## src/dpsem_pkg.sv

```systemverilog
// Constants, states and pin bundle for the semaphore port controller.
// Assumes one 20 MHz clock and a software master on APB.
package dpsem_pkg;

  // ----------------------------------------------------------------
  // Timing
  // ----------------------------------------------------------------
  localparam int CLK_PERIOD_NS = 50;
  localparam int T_SETUP_NS    = 100;
  localparam int T_WPULSE_NS   = 100;
  localparam int T_RECOV_NS    = 50;
  localparam int T_RDACC_NS    = 100;
  localparam logic [3:0] SETUP_CYC  = 4'((T_SETUP_NS + CLK_PERIOD_NS - 1) / CLK_PERIOD_NS);
  localparam logic [3:0] WPULSE_CYC = 4'((T_WPULSE_NS + CLK_PERIOD_NS - 1) / CLK_PERIOD_NS);
  localparam logic [3:0] RECOV_CYC  = 4'((T_RECOV_NS + CLK_PERIOD_NS - 1) / CLK_PERIOD_NS);
  localparam logic [3:0] RDACC_CYC  = 4'((T_RDACC_NS + CLK_PERIOD_NS - 1) / CLK_PERIOD_NS);

  // ----------------------------------------------------------------
  // Register map and fields
  // ----------------------------------------------------------------
  localparam logic [11:0] ADDR_CMD    = 12'h000;
  localparam logic [11:0] ADDR_STAT   = 12'h004;
  localparam logic [11:0] ADDR_CFG    = 12'h008;
  localparam int          CMD_OP_LSB  = 0;
  localparam int          CMD_IDX_LSB = 2;
  localparam int          STAT_DAT_LSB = 8;
  localparam logic [2:0]  LAST_INDEX  = 3'h7;

  typedef enum logic [1:0] {
    OP_ACQ  = 2'b00,
    OP_REL  = 2'b01,
    OP_POLL = 2'b10,
    OP_INIT = 2'b11
  } dpsem_op_e;

  typedef enum logic [2:0] {
    S_IDLE = 3'b000,
    S_WSET = 3'b001,
    S_WPUL = 3'b010,
    S_WEND = 3'b011,
    S_RSET = 3'b100,
    S_RCAP = 3'b101
  } dpsem_st_e;

  typedef struct packed {
    logic sem_n;
    logic oe_n;
    logic rw_n;
    logic data_oe;
  } dpsem_pins_s;

  localparam dpsem_pins_s PINS_IDLE = 4'hE;

endpackage : dpsem_pkg

```

## src/dpsem_ctrl.sv

```systemverilog
// Port controller that drives one side of a dual-port semaphore bank.
// Assumes an APB master, pins sampled as synchronous, and the device
// answering semaphore reads within the read access time given below.
//
// Contract
// - Hold address and enable before write strobe
// - Configure only one device as master
// - Select low, then normal read/write controls
// - Read value held until select or enable rises
// - Acquire by write zero, then read back
// - After failed request, withdraw or keep reading
// - Software frees every semaphore at power-up
module dpsem_ctrl #(
  parameter int AW = 14,
  parameter int DW = 9
) (
  input  wire logic                 clk_i,
  input  wire logic                 sys_rst_i,
  input  wire logic                 psel_i,
  input  wire logic                 penable_i,
  input  wire logic                 pwrite_i,
  input  wire logic [11:0]          paddr_i,
  input  wire logic [31:0]          pwdata_i,
  output logic                      pready_o,
  output logic                      pslverr_o,
  output logic [31:0]               prdata_o,
  output logic                      ce_n_o,
  output logic                      semaphore_select_n_o,
  output logic                      oe_n_o,
  output logic                      rw_n_o,
  output logic [AW-1:0]             addr_o,
  output logic [DW-1:0]             data_o,
  output logic                      data_oe_o,
  input  wire logic [DW-1:0]        data_i,
  output logic                      master_sel_o
);
  import dpsem_pkg::*;

  // ----------------------------------------------------------------
  // APB slave
  // ----------------------------------------------------------------
  logic            pready_ff, pslverr_ff, ms_ff;
  logic [31:0]     prdata_ff;
  dpsem_st_e       st_ff, nxt_st;
  logic [3:0]      cnt_ff, nxt_cnt;
  dpsem_op_e       op_ff;
  logic [2:0]      idx_ff;
  logic            wval_ff, wdraw_ff, owned_ff, fail_ff, done_ff, acq_wrote_ff;
  logic [DW-1:0]   rdat_ff;
  dpsem_pins_s     pins_ff, nxt_pins;

  wire        setup_ph = psel_i & ~penable_i & ~pready_ff;
  wire        wr_take  = psel_i & penable_i & pwrite_i & pready_ff;
  wire        hit_cmd  = paddr_i == ADDR_CMD;
  wire        hit_stat = paddr_i == ADDR_STAT;
  wire        hit_cfg  = paddr_i == ADDR_CFG;
  wire        mapped   = hit_cmd | hit_stat | hit_cfg;
  wire        start    = wr_take & hit_cmd & (st_ff == S_IDLE);
  wire [1:0]  cmd_op   = pwdata_i[CMD_OP_LSB +: 2];
  wire [2:0]  cmd_idx  = pwdata_i[CMD_IDX_LSB +: 3];
  wire [31:0] stat_w   = {{(32 - STAT_DAT_LSB - DW){1'b0}}, rdat_ff, 3'h0,
                          acq_wrote_ff, done_ff, fail_ff, owned_ff, st_ff != S_IDLE};
  wire [31:0] rd_mux   = hit_stat ? stat_w :
                         hit_cfg  ? {31'h0, ms_ff} :
                         hit_cmd  ? {27'h0, idx_ff, op_ff} : 32'h0;

  always_ff @(posedge clk_i) begin
    if (sys_rst_i) begin
      pready_ff  <= 1'b0;
      pslverr_ff <= 1'b0;
      prdata_ff  <= 32'h0;
      ms_ff      <= 1'b0;
    end else begin
      pready_ff  <= setup_ph;
      pslverr_ff <= setup_ph & ~mapped;
      prdata_ff  <= setup_ph & ~pwrite_i ? rd_mux : 32'h0;
      if (wr_take && hit_cfg) begin
        ms_ff <= pwdata_i[0];
      end
    end
  end

  // ----------------------------------------------------------------
  // Pin sequencer
  // ----------------------------------------------------------------
  // A failed acquire always withdraws; leaving a request pending could
  // hand the token over later to a port that has stopped caring.
  wire wend_next_read = (op_ff == OP_ACQ) & ~wdraw_ff;
  wire wend_next_init = (op_ff == OP_INIT) & (idx_ff != LAST_INDEX);
  wire cap_fail       = (op_ff == OP_ACQ) & data_i[0];
  wire tdone          = cnt_ff == 4'h0;

  always_comb begin
    nxt_st = st_ff;
    case (st_ff)
      S_IDLE: if (start) begin
        nxt_st = (cmd_op == OP_POLL) ? S_RSET : S_WSET;
      end
      S_WSET: if (tdone) begin
        nxt_st = S_WPUL;
      end
      S_WPUL: if (tdone) begin
        nxt_st = S_WEND;
      end
      S_WEND: if (tdone) begin
        nxt_st = wend_next_read ? S_RSET : (wend_next_init ? S_WSET : S_IDLE);
      end
      S_RSET: if (tdone) begin
        nxt_st = S_RCAP;
      end
      S_RCAP: nxt_st = cap_fail ? S_WSET : S_IDLE;
      default: nxt_st = S_IDLE;
    endcase
  end

  assign nxt_cnt = (nxt_st != st_ff) ? (nxt_st == S_WSET ? SETUP_CYC - 4'h1 :
                   nxt_st == S_WPUL ? WPULSE_CYC - 4'h1 :
                   nxt_st == S_WEND ? RECOV_CYC - 4'h1 :
                   nxt_st == S_RSET ? RDACC_CYC - 4'h1 : 4'h0) :
                   (tdone ? 4'h0 : cnt_ff - 4'h1);

  always_comb begin
    case (nxt_st)
      // Setup drives data with the strobe still high; the pulse keeps the
      // data driven so the latch never samples a floating bit zero.
      S_WSET:  nxt_pins = 4'h7;
      S_WPUL:  nxt_pins = 4'h5;
      S_RSET:  nxt_pins = 4'h2;
      S_RCAP:  nxt_pins = 4'h2;
      default: nxt_pins = PINS_IDLE;
    endcase
  end

  always_ff @(posedge clk_i) begin
    if (sys_rst_i) begin
      st_ff   <= S_IDLE;
      cnt_ff  <= 4'h0;
      pins_ff <= PINS_IDLE;
    end else begin
      st_ff   <= nxt_st;
      cnt_ff  <= nxt_cnt;
      pins_ff <= nxt_pins;
    end
  end

  always_ff @(posedge clk_i) begin
    if (sys_rst_i) begin
      op_ff        <= OP_ACQ;
      idx_ff       <= 3'h0;
      wval_ff      <= 1'b1;
      wdraw_ff     <= 1'b0;
      acq_wrote_ff <= 1'b0;
    end else if (start) begin
      op_ff        <= dpsem_op_e'(cmd_op);
      idx_ff       <= (cmd_op == OP_INIT) ? 3'h0 : cmd_idx;
      wval_ff      <= cmd_op != OP_ACQ;
      wdraw_ff     <= 1'b0;
      acq_wrote_ff <= 1'b0;
    end else if (st_ff == S_WEND && tdone) begin
      acq_wrote_ff <= op_ff == OP_ACQ;
      if (wend_next_init) begin
        idx_ff <= idx_ff + 3'h1;
      end
    end else if (st_ff == S_RCAP && cap_fail) begin
      wval_ff  <= 1'b1;
      wdraw_ff <= 1'b1;
    end
  end

  // capture while select and enable low
  always_ff @(posedge clk_i) begin
    if (sys_rst_i) begin
      rdat_ff  <= '0;
      owned_ff <= 1'b0;
      fail_ff  <= 1'b0;
      done_ff  <= 1'b0;
    end else if (start) begin
      fail_ff <= 1'b0;
      done_ff <= 1'b0;
    end else begin
      if (st_ff == S_RCAP) begin
        rdat_ff  <= data_i;
        owned_ff <= ~data_i[0];
        fail_ff  <= cap_fail;
      end
      if (st_ff == S_WEND && tdone && op_ff == OP_REL) begin
        owned_ff <= 1'b0;
      end
      if (st_ff != S_IDLE && nxt_st == S_IDLE) begin
        done_ff <= 1'b1;
      end
    end
  end

  // ----------------------------------------------------------------
  // Outputs
  // ----------------------------------------------------------------
  assign pready_o             = pready_ff;
  assign pslverr_o            = pslverr_ff;
  assign prdata_o             = prdata_ff;
  // Array enable stays high: only semaphore space is touched, so the
  // collision logic on the far side never sees an address match.
  assign ce_n_o               = 1'b1;
  assign semaphore_select_n_o = pins_ff.sem_n;
  assign oe_n_o               = pins_ff.oe_n;
  assign rw_n_o               = pins_ff.rw_n;
  assign data_oe_o            = pins_ff.data_oe;
  assign addr_o               = {{(AW - 3){1'b0}}, idx_ff};
  assign data_o               = {DW{wval_ff}};
  assign master_sel_o         = ms_ff;
endmodule : dpsem_ctrl

```

## config.mk

```make
export PLATFORM = sky130hd
export DESIGN_NAME = dpsem_ctrl
export DESIGN_NICKNAME = d
export VERILOG_FILES = /design/src/dpsem_pkg.sv /design/src/dpsem_ctrl.sv
export SDC_FILE = /design/constraint.sdc
export NUM_CORES = 1
export LEC_CHECK = 0
export BUFFER_PORTS_ARGS = -buffer_cell sky130_fd_sc_hd__buf_2
export CORE_MARGIN = 4
export CORE_UTILIZATION = 44
export DETAILED_ROUTE_END_ITERATION = 6
export GPL_TIMING_DRIVEN = 0
export PLACE_DENSITY = 0.79
export SYNTH_ARGS = -nofsm -noshare
export SYNTH_HDL_FRONTEND = slang
export SYNTH_SLANG_ARGS = --single-unit
```

## constraint.sdc

```tcl
create_clock -name clk_i -period 2.8 [get_ports clk_i]
set_input_delay 0.7 -clock clk_i [delete_from_list [all_inputs] [get_ports clk_i]]
set_output_delay 0.7 -clock clk_i [all_outputs]
set_load 0.05 [all_outputs]
```

==> results.json, run 1 <==
{
  "synth.cell_area_um2": 2230,
  "cts_buffer_depth": 2,
  "rsz0062_at_grt": "false",
  "antenna_found_initial": 0,
  "fp.dieW_um": 79.2,
  "post_drt_wl_per_cell_um": 11.1,
  "tightest_slew_ns": 0.653,
  "cap_viol_max_count": 0,
  "hold_viol": 0,
  "cts_buffers": 5,
  "power_uw": 1520,
  "cts_tree": "done",
  "fin_ws_ns": 0.383,
  "dpl.hpwl_um": 3680,
  "grt_max_degree": 17,
  "power.density_nw_per_um2": 533,
  "ctsResizeCount": 0,
  "fmax_mhz": 414,
  "viasPerCell": 4.60,
  "slew_headroom_pct": 56.1,
  "vias": 1930,
  "wl_um": 4680,
  "grt_pass1_wl_um": 7530,
  "synth_edf_count": 0,
  "yosysUniqueCellTypes": 43,
  "ir_drop_mv": 0.273,
  "fin_nets": 413,
  "dieArea_um2": 6270,
  "worstPathArrival_ns": 2.66,
  "die_y_um": 79.2,
  "post_cts_buffers": 0,
  "start_util_pct": 46.3,
  "grt_pass1_vias": 1746,
  "multi_input_area_um2": 1020,
  "cts-htree-levels": 2,
  "worst_setup_path_start_kind": "register",
  "holdBufCountCts": 0,
  "clk_pin_slew_ns": 0.09,
  "io_buffers": 62,
  "postSynthRegisterBits": 48,
  "setup_violations": 0,
  "synthTopCellsByArea": "dfxtp_1 43%, buf_4 13%, nand2_1 5.2%, mux2i_1 4.0%, a21oi_1 3.8%",
  "antenna_cells": 0,
  "min_path_cells": 2,
  "use_met3_pct": 3.51,
  "final_cell_count_no_fill": 420,
  "grt_overflow": 0,
  "min_path_type": "register to register",
  "period_share_pct": 86.3,
  "end_kind": "register",
  "drive_gt1_share_pct": 34.0,
  "dp.cells": 412,
  "layout_min_cycle_time_ns": 2.42,
  "ys_async_sr_fraction_pct": 0,
  "cp_max_fo": 7,
  "firstDrtPassIters": 4,
  "row_count": 25,
  "final_antenna_net_count": 0,
  "ios": 121,
  "status": "finished, final reports clean",
  "gp_congestion": 0.876,
  "fillCellCount": 477,
  "seq_area_um2": 961,
  "core-area_um2": 4820,
  "drc": 0,
  "ys.flop_type": "dfxtp_1",
  "met1_usage_pct": 15.9,
  "synth_area_leader_cell": "dfxtp_1",
  "place_ws_ns": -0.169,
  "worstPathRequired_ns": 3.04,
  "clockRootBuffer": "clkbuf_8",
  "layout-area-overhead-vs-synth_pct": 28.1,
  "grt_most_used_layer": "met2",
  "synth_top_cell_area_share_pct": 43.1,
  "clock_sinks": 48,
  "clkLatencyLatePin_ns": 0.30,
  "syn_inst": 255,
  "slew_viol_final": 0,
  "criticalPathCategory": "register to register",
  "yosysWarnings": 0,
  "p_leak_uw": 0.00136,
  "synth_common_cells": "48 x dfxtp_1, 39 x buf_4, 31 x nand2_1",
  "fin_worst_skew_ns": 0.00609,
  "yosysSeqAreaShare_pct": 43.1,
  "yosysMostFrequentCell": "dfxtp_1",
  "hold-worst-slack_ns": 0.455,
  "avgSynthCellArea_um2": 8.74,
  "r2r_cells": 8,
  "met2_usage_pct": 28.7,
  "track_usage_pct": 14.8,
  "drtIter0Drc": 65,
  "post-route-util_pct": 59.2
}
## critical path: stages, from the launching register on
cell and delay (ns):
dfxtp_1 0.33, inv_1 0.06, ha_1 0.18, nor3b_2 0.39
nor2_1 0.11, nor4_1 0.44, nand3_1 0.23, a2111oi_0 0.46
a31o_2 0.16
## cell type report
cell class | instances | share of cell area [%]
plain buffers | 48 | 11.8
clock inverters | 3 | 1.62
flip-flops and latches | 48 | 33.7
multi-input cells | 181 | 35.9
clock buffers | 5 | 2.41
inverters | 6 | 0.789
well taps | 67 | 2.94
repair buffers | 62 | 10.9
## cells in the final DEF, fill, tap and decap left out, types with 2 or more instances in the layout
cell      Yosys  final
clkbuf_8      0      5
and3_1        2      2
nand2b_1      2      2
or3_1         3      3
o21bai_1      2      2
buf_2         3     65
a211oi_1      3      3
a21oi_1      17     17
nand2_1      31     31
nor2_1       21     21
nand3_1       3      3
inv_1         6      6
nor3_1        9      9
nor4_1        6      5
o21a_1        3      3
buf_4        39     39
ha_1          3      3
xnor2_1       6      6
mux2i_1       9      9
or4_1         3      3
clkbuf_1      5      5
dfxtp_1      48     48
and2_1        9      9
conb_1        2     30
## metal layers
metal	wire length, um	vias to the layer above
met3	413	2
met4	27	0
met1	1860	865
li1	-	985
met5	0	-
met2	2380	78
## power by group
| group | internal, uW | switching [uW] | leakage [uW] |
|---|---|---|---|
| clock network | 269 | 230 | 0.0000548 |
| logic | 114 | 186 | 0.000915 |
| registers | 704 | 17.1 | 0.000388 |
## logic make-up after synthesis
kind of cell | share of synthesized area, %
adders and majority gates | 1.68
and+or+nand+nor | 22.3
buffers and inverters | 16.2
muxes | 4.55
other | 0.337
DFF | 43.1
AOI/OAI and AO/OA | 9.49
xor gates and xnor gates | 2.36
## path summary, 6_finish.rpt
check | start | to | slack (ns)
setup / recovery | cnt_ff[0] | cnt_ff[0] | 0.38
hold / removal | rdat_ff[0] | rdat_ff[0] | 0.46
setup reg to reg | cnt_ff[0] | cnt_ff[0] | 0.38
hold reg to reg | rdat_ff[0] | rdat_ff[0] | 0.46
## stage by stage
| step | cell area, um^2 | TNS [ns] |
|---|---|---|
| 3_5_place_dp | 2730 | -0.292 |
| 3_3_place_gp | 2730 | -0.412 |
| 5_1_grt | 2850 | 0 |
| 2_1_floorplan | 2330 | 0 |
| 4_1_cts | 2840 | 0 |
| 6_report | 2850 | 0 |
## sequential cells by signal, summed over array words and instances, names as in the netlist, 2 cells and up
register and flops:
prdata_o 14, cnt_ff 4, idx_ff 3, st_ff 3, rdat_ff 9, op_ff 2
Power figures use the tool's default switching activity.
==> run 2, diff against run 1 <==
--- a/config.mk
+++ b/config.mk
@@ -6,10 +6,11 @@
 export NUM_CORES = 1
 export LEC_CHECK = 0
 export BUFFER_PORTS_ARGS = -buffer_cell sky130_fd_sc_hd__buf_2
-export CORE_MARGIN = 4
+export CORE_MARGIN = 1.5
 export CORE_UTILIZATION = 44
 export DETAILED_ROUTE_END_ITERATION = 6
 export GPL_TIMING_DRIVEN = 0
+export HOLD_SLACK_MARGIN = 0.08
 export PLACE_DENSITY = 0.79
 export SYNTH_ARGS = -nofsm -noshare
 export SYNTH_HDL_FRONTEND = slang
==> run 2 against run 1 <==
Clock power is 1% higher; register-to-register slack lost 0.06 ns; sequential share of layout area down 0.074 points; final cell count unchanged; core utilization up 0.52 points; total power up 0.27%; sequential cell count stayed put; global-route usage grew 1.0 points; critical path type unchanged; critical endpoint is now data_oe_o; highest routed layer unchanged.
==> results.json, run 2 (synthesis results as in run 1) <==
{
  "grt_pass1_vias": 1603,
  "die_y_um": 74.2,
  "r2r-start": "st_ff[1]",
  "hold-path-endpoint": "rdat_ff[4]",
  "clock_sinks": 48,
  "worstPathRequired_ns": 3.05,
  "slew_headroom_pct": 55.5,
  "cts-htree-levels": 2,
  "drive_gt1_share_pct": 34.3,
  "post-route-util_pct": 59.8,
  "hold_viol": 0,
  "final_common_cell": "buf_2",
  "firstDrtPassIters": 4,
  "wl_um": 4490,
  "clk_pin_slew_ns": 0.09,
  "viasPerCell": 4.48,
  "post_cts_buffers": 0,
  "antenna_cells": 0,
  "final_antenna_net_count": 0,
  "worstPathArrival_ns": 2.73,
  "layout_min_cycle_time_ns": 2.48,
  "worst_setup_path_start_kind": "register",
  "grt_pass1_wl_um": 6800,
  "cts_buffer_depth": 2,
  "setup_violations": 0,
  "layout_common_cells": "65 x buf_2, 48 x dfxtp_1, 39 x buf_4",
  "postLayoutCellArea_um2": 2860,
  "r2r-end": "data_oe_o",
  "vias": 1880,
  "largest_reg_flops": 14,
  "dpl.hpwl_um": 3420,
  "io_buffers": 62,
  "clkLatencyLatePin_ns": 0.30,
  "cap_viol_max_count": 0,
  "ios": 121,
  "antenna_found_initial": 0,
  "criticalPathCategory": "register to register",
  "ctsResizeCount": 0,
  "dieArea_um2": 5500,
  "drtIter0Drc": 90,
  "slew_viol_final": 0,
  "tightest_slew_ns": 0.662,
  "p_leak_uw": 0.00136,
  "grt_max_degree": 17,
  "r2r_cells": 7,
  "worst_hold_startpoint": "rdat_ff[4]",
  "cts_buffers": 5,
  "fmax_mhz": 403,
  "power.density_nw_per_um2": 533,
  "fin_nets": 413,
  "row_count": 25,
  "clockRootBuffer": "clkbuf_8",
  "post_drt_wl_per_cell_um": 10.7,
  "grt_overflow": 0,
  "cp_max_fo": 9,
  "layout-area-overhead-vs-synth_pct": 28.4,
  "holdBufCountCts": 0,
  "ir_drop_mv": 0.345,
  "period_share_pct": 88.5,
  "placed_cell_area_um2": 2730,
  "core-area_um2": 4790,
  "end_kind": "register",
  "track_usage_pct": 15.8,
  "min_path_type": "register to register",
  "fp.dieW_um": 74.2,
  "status": "finished, final reports clean",
  "min_path_cells": 2,
  "ff2ff_setup_slack_ns": 0.32,
  "rsz0062_at_grt": "false",
  "fin_worst_skew_ns": 0.00291,
  "start_util_pct": 46.6,
  "drc": 0,
  "gp_congestion": 0.888,
  "cts_tree": "done"
}
-- run 2: report_power, final --
group / total, uW / switching, uW / internal (uW)
Combinational: 297 / 184 / 113
Clock: 506 / 237 / 269
Sequential: 720 / 16.1 / 704
Total: 1520 / 438 / 1090
-- run 2: how the worst max path moves through the flow --
stage               slack (ns)         to  depth (start not counted)  startpoint
floorplan                 0.22    done_ff                          6  paddr_i[2]
global placement         -0.19    done_ff                          6  paddr_i[2]
detailed placement       -0.18    done_ff                          6  paddr_i[2]
CTS                       0.06  cnt_ff[0]                          8   cnt_ff[0]
global route              0.16  cnt_ff[0]                          8   cnt_ff[0]
finish                    0.32  data_oe_o                          7    st_ff[1]
-- run 2: final cells by class --
cell class / count / area, um^2
Sequential cell: 48 / 961
Buffer: 48 / 338
Clock buffer: 5 / 68.8
Timing Repair Buffer: 62 / 310
Fill cell: 442 / 1930
Tap cell: 67 / 83.8
Clock inverter: 3 / 46.3
Multi-Input combinational cell: 181 / 1030
Inverter: 6 / 22.5
-- run 2: stage by stage --
step	power (uW)	hold slack [ns]	instances	TNS, ns	setup slack [ns]
after floorplan	977	0.430	283	0	0.223
after global placement	1020	0.437	412	-0.493	-0.191
after detailed placement	1030	0.442	412	-0.422	-0.181
after CTS	1530	0.456	420	0	0.0616
after global routing	1580	0.486	420	0	0.163
final	1520	0.454	420	0	0.321
-- run 2: layer usage --
metal | global-route usage, % | part of all wire (%) | up-vias
li1 | - | - | 987
met1 | 17.8 | 43 | 812
met2 | 29.4 | 48 | 75
met3 | 3.25 | 7.7 | 6
met4 | 5.56 | 1.2 | 0
met5 | 0 | 0 | -
-- run 2: worst max-delay path: stages, from the launching register on --
cell	delay, ns
dfxtp_1	0.31
buf_2	0.16
or3_4	0.40
or3_1	0.30
or3_1	0.38
o21a_1	0.27
or4_1	0.52
nand2_1	0.08
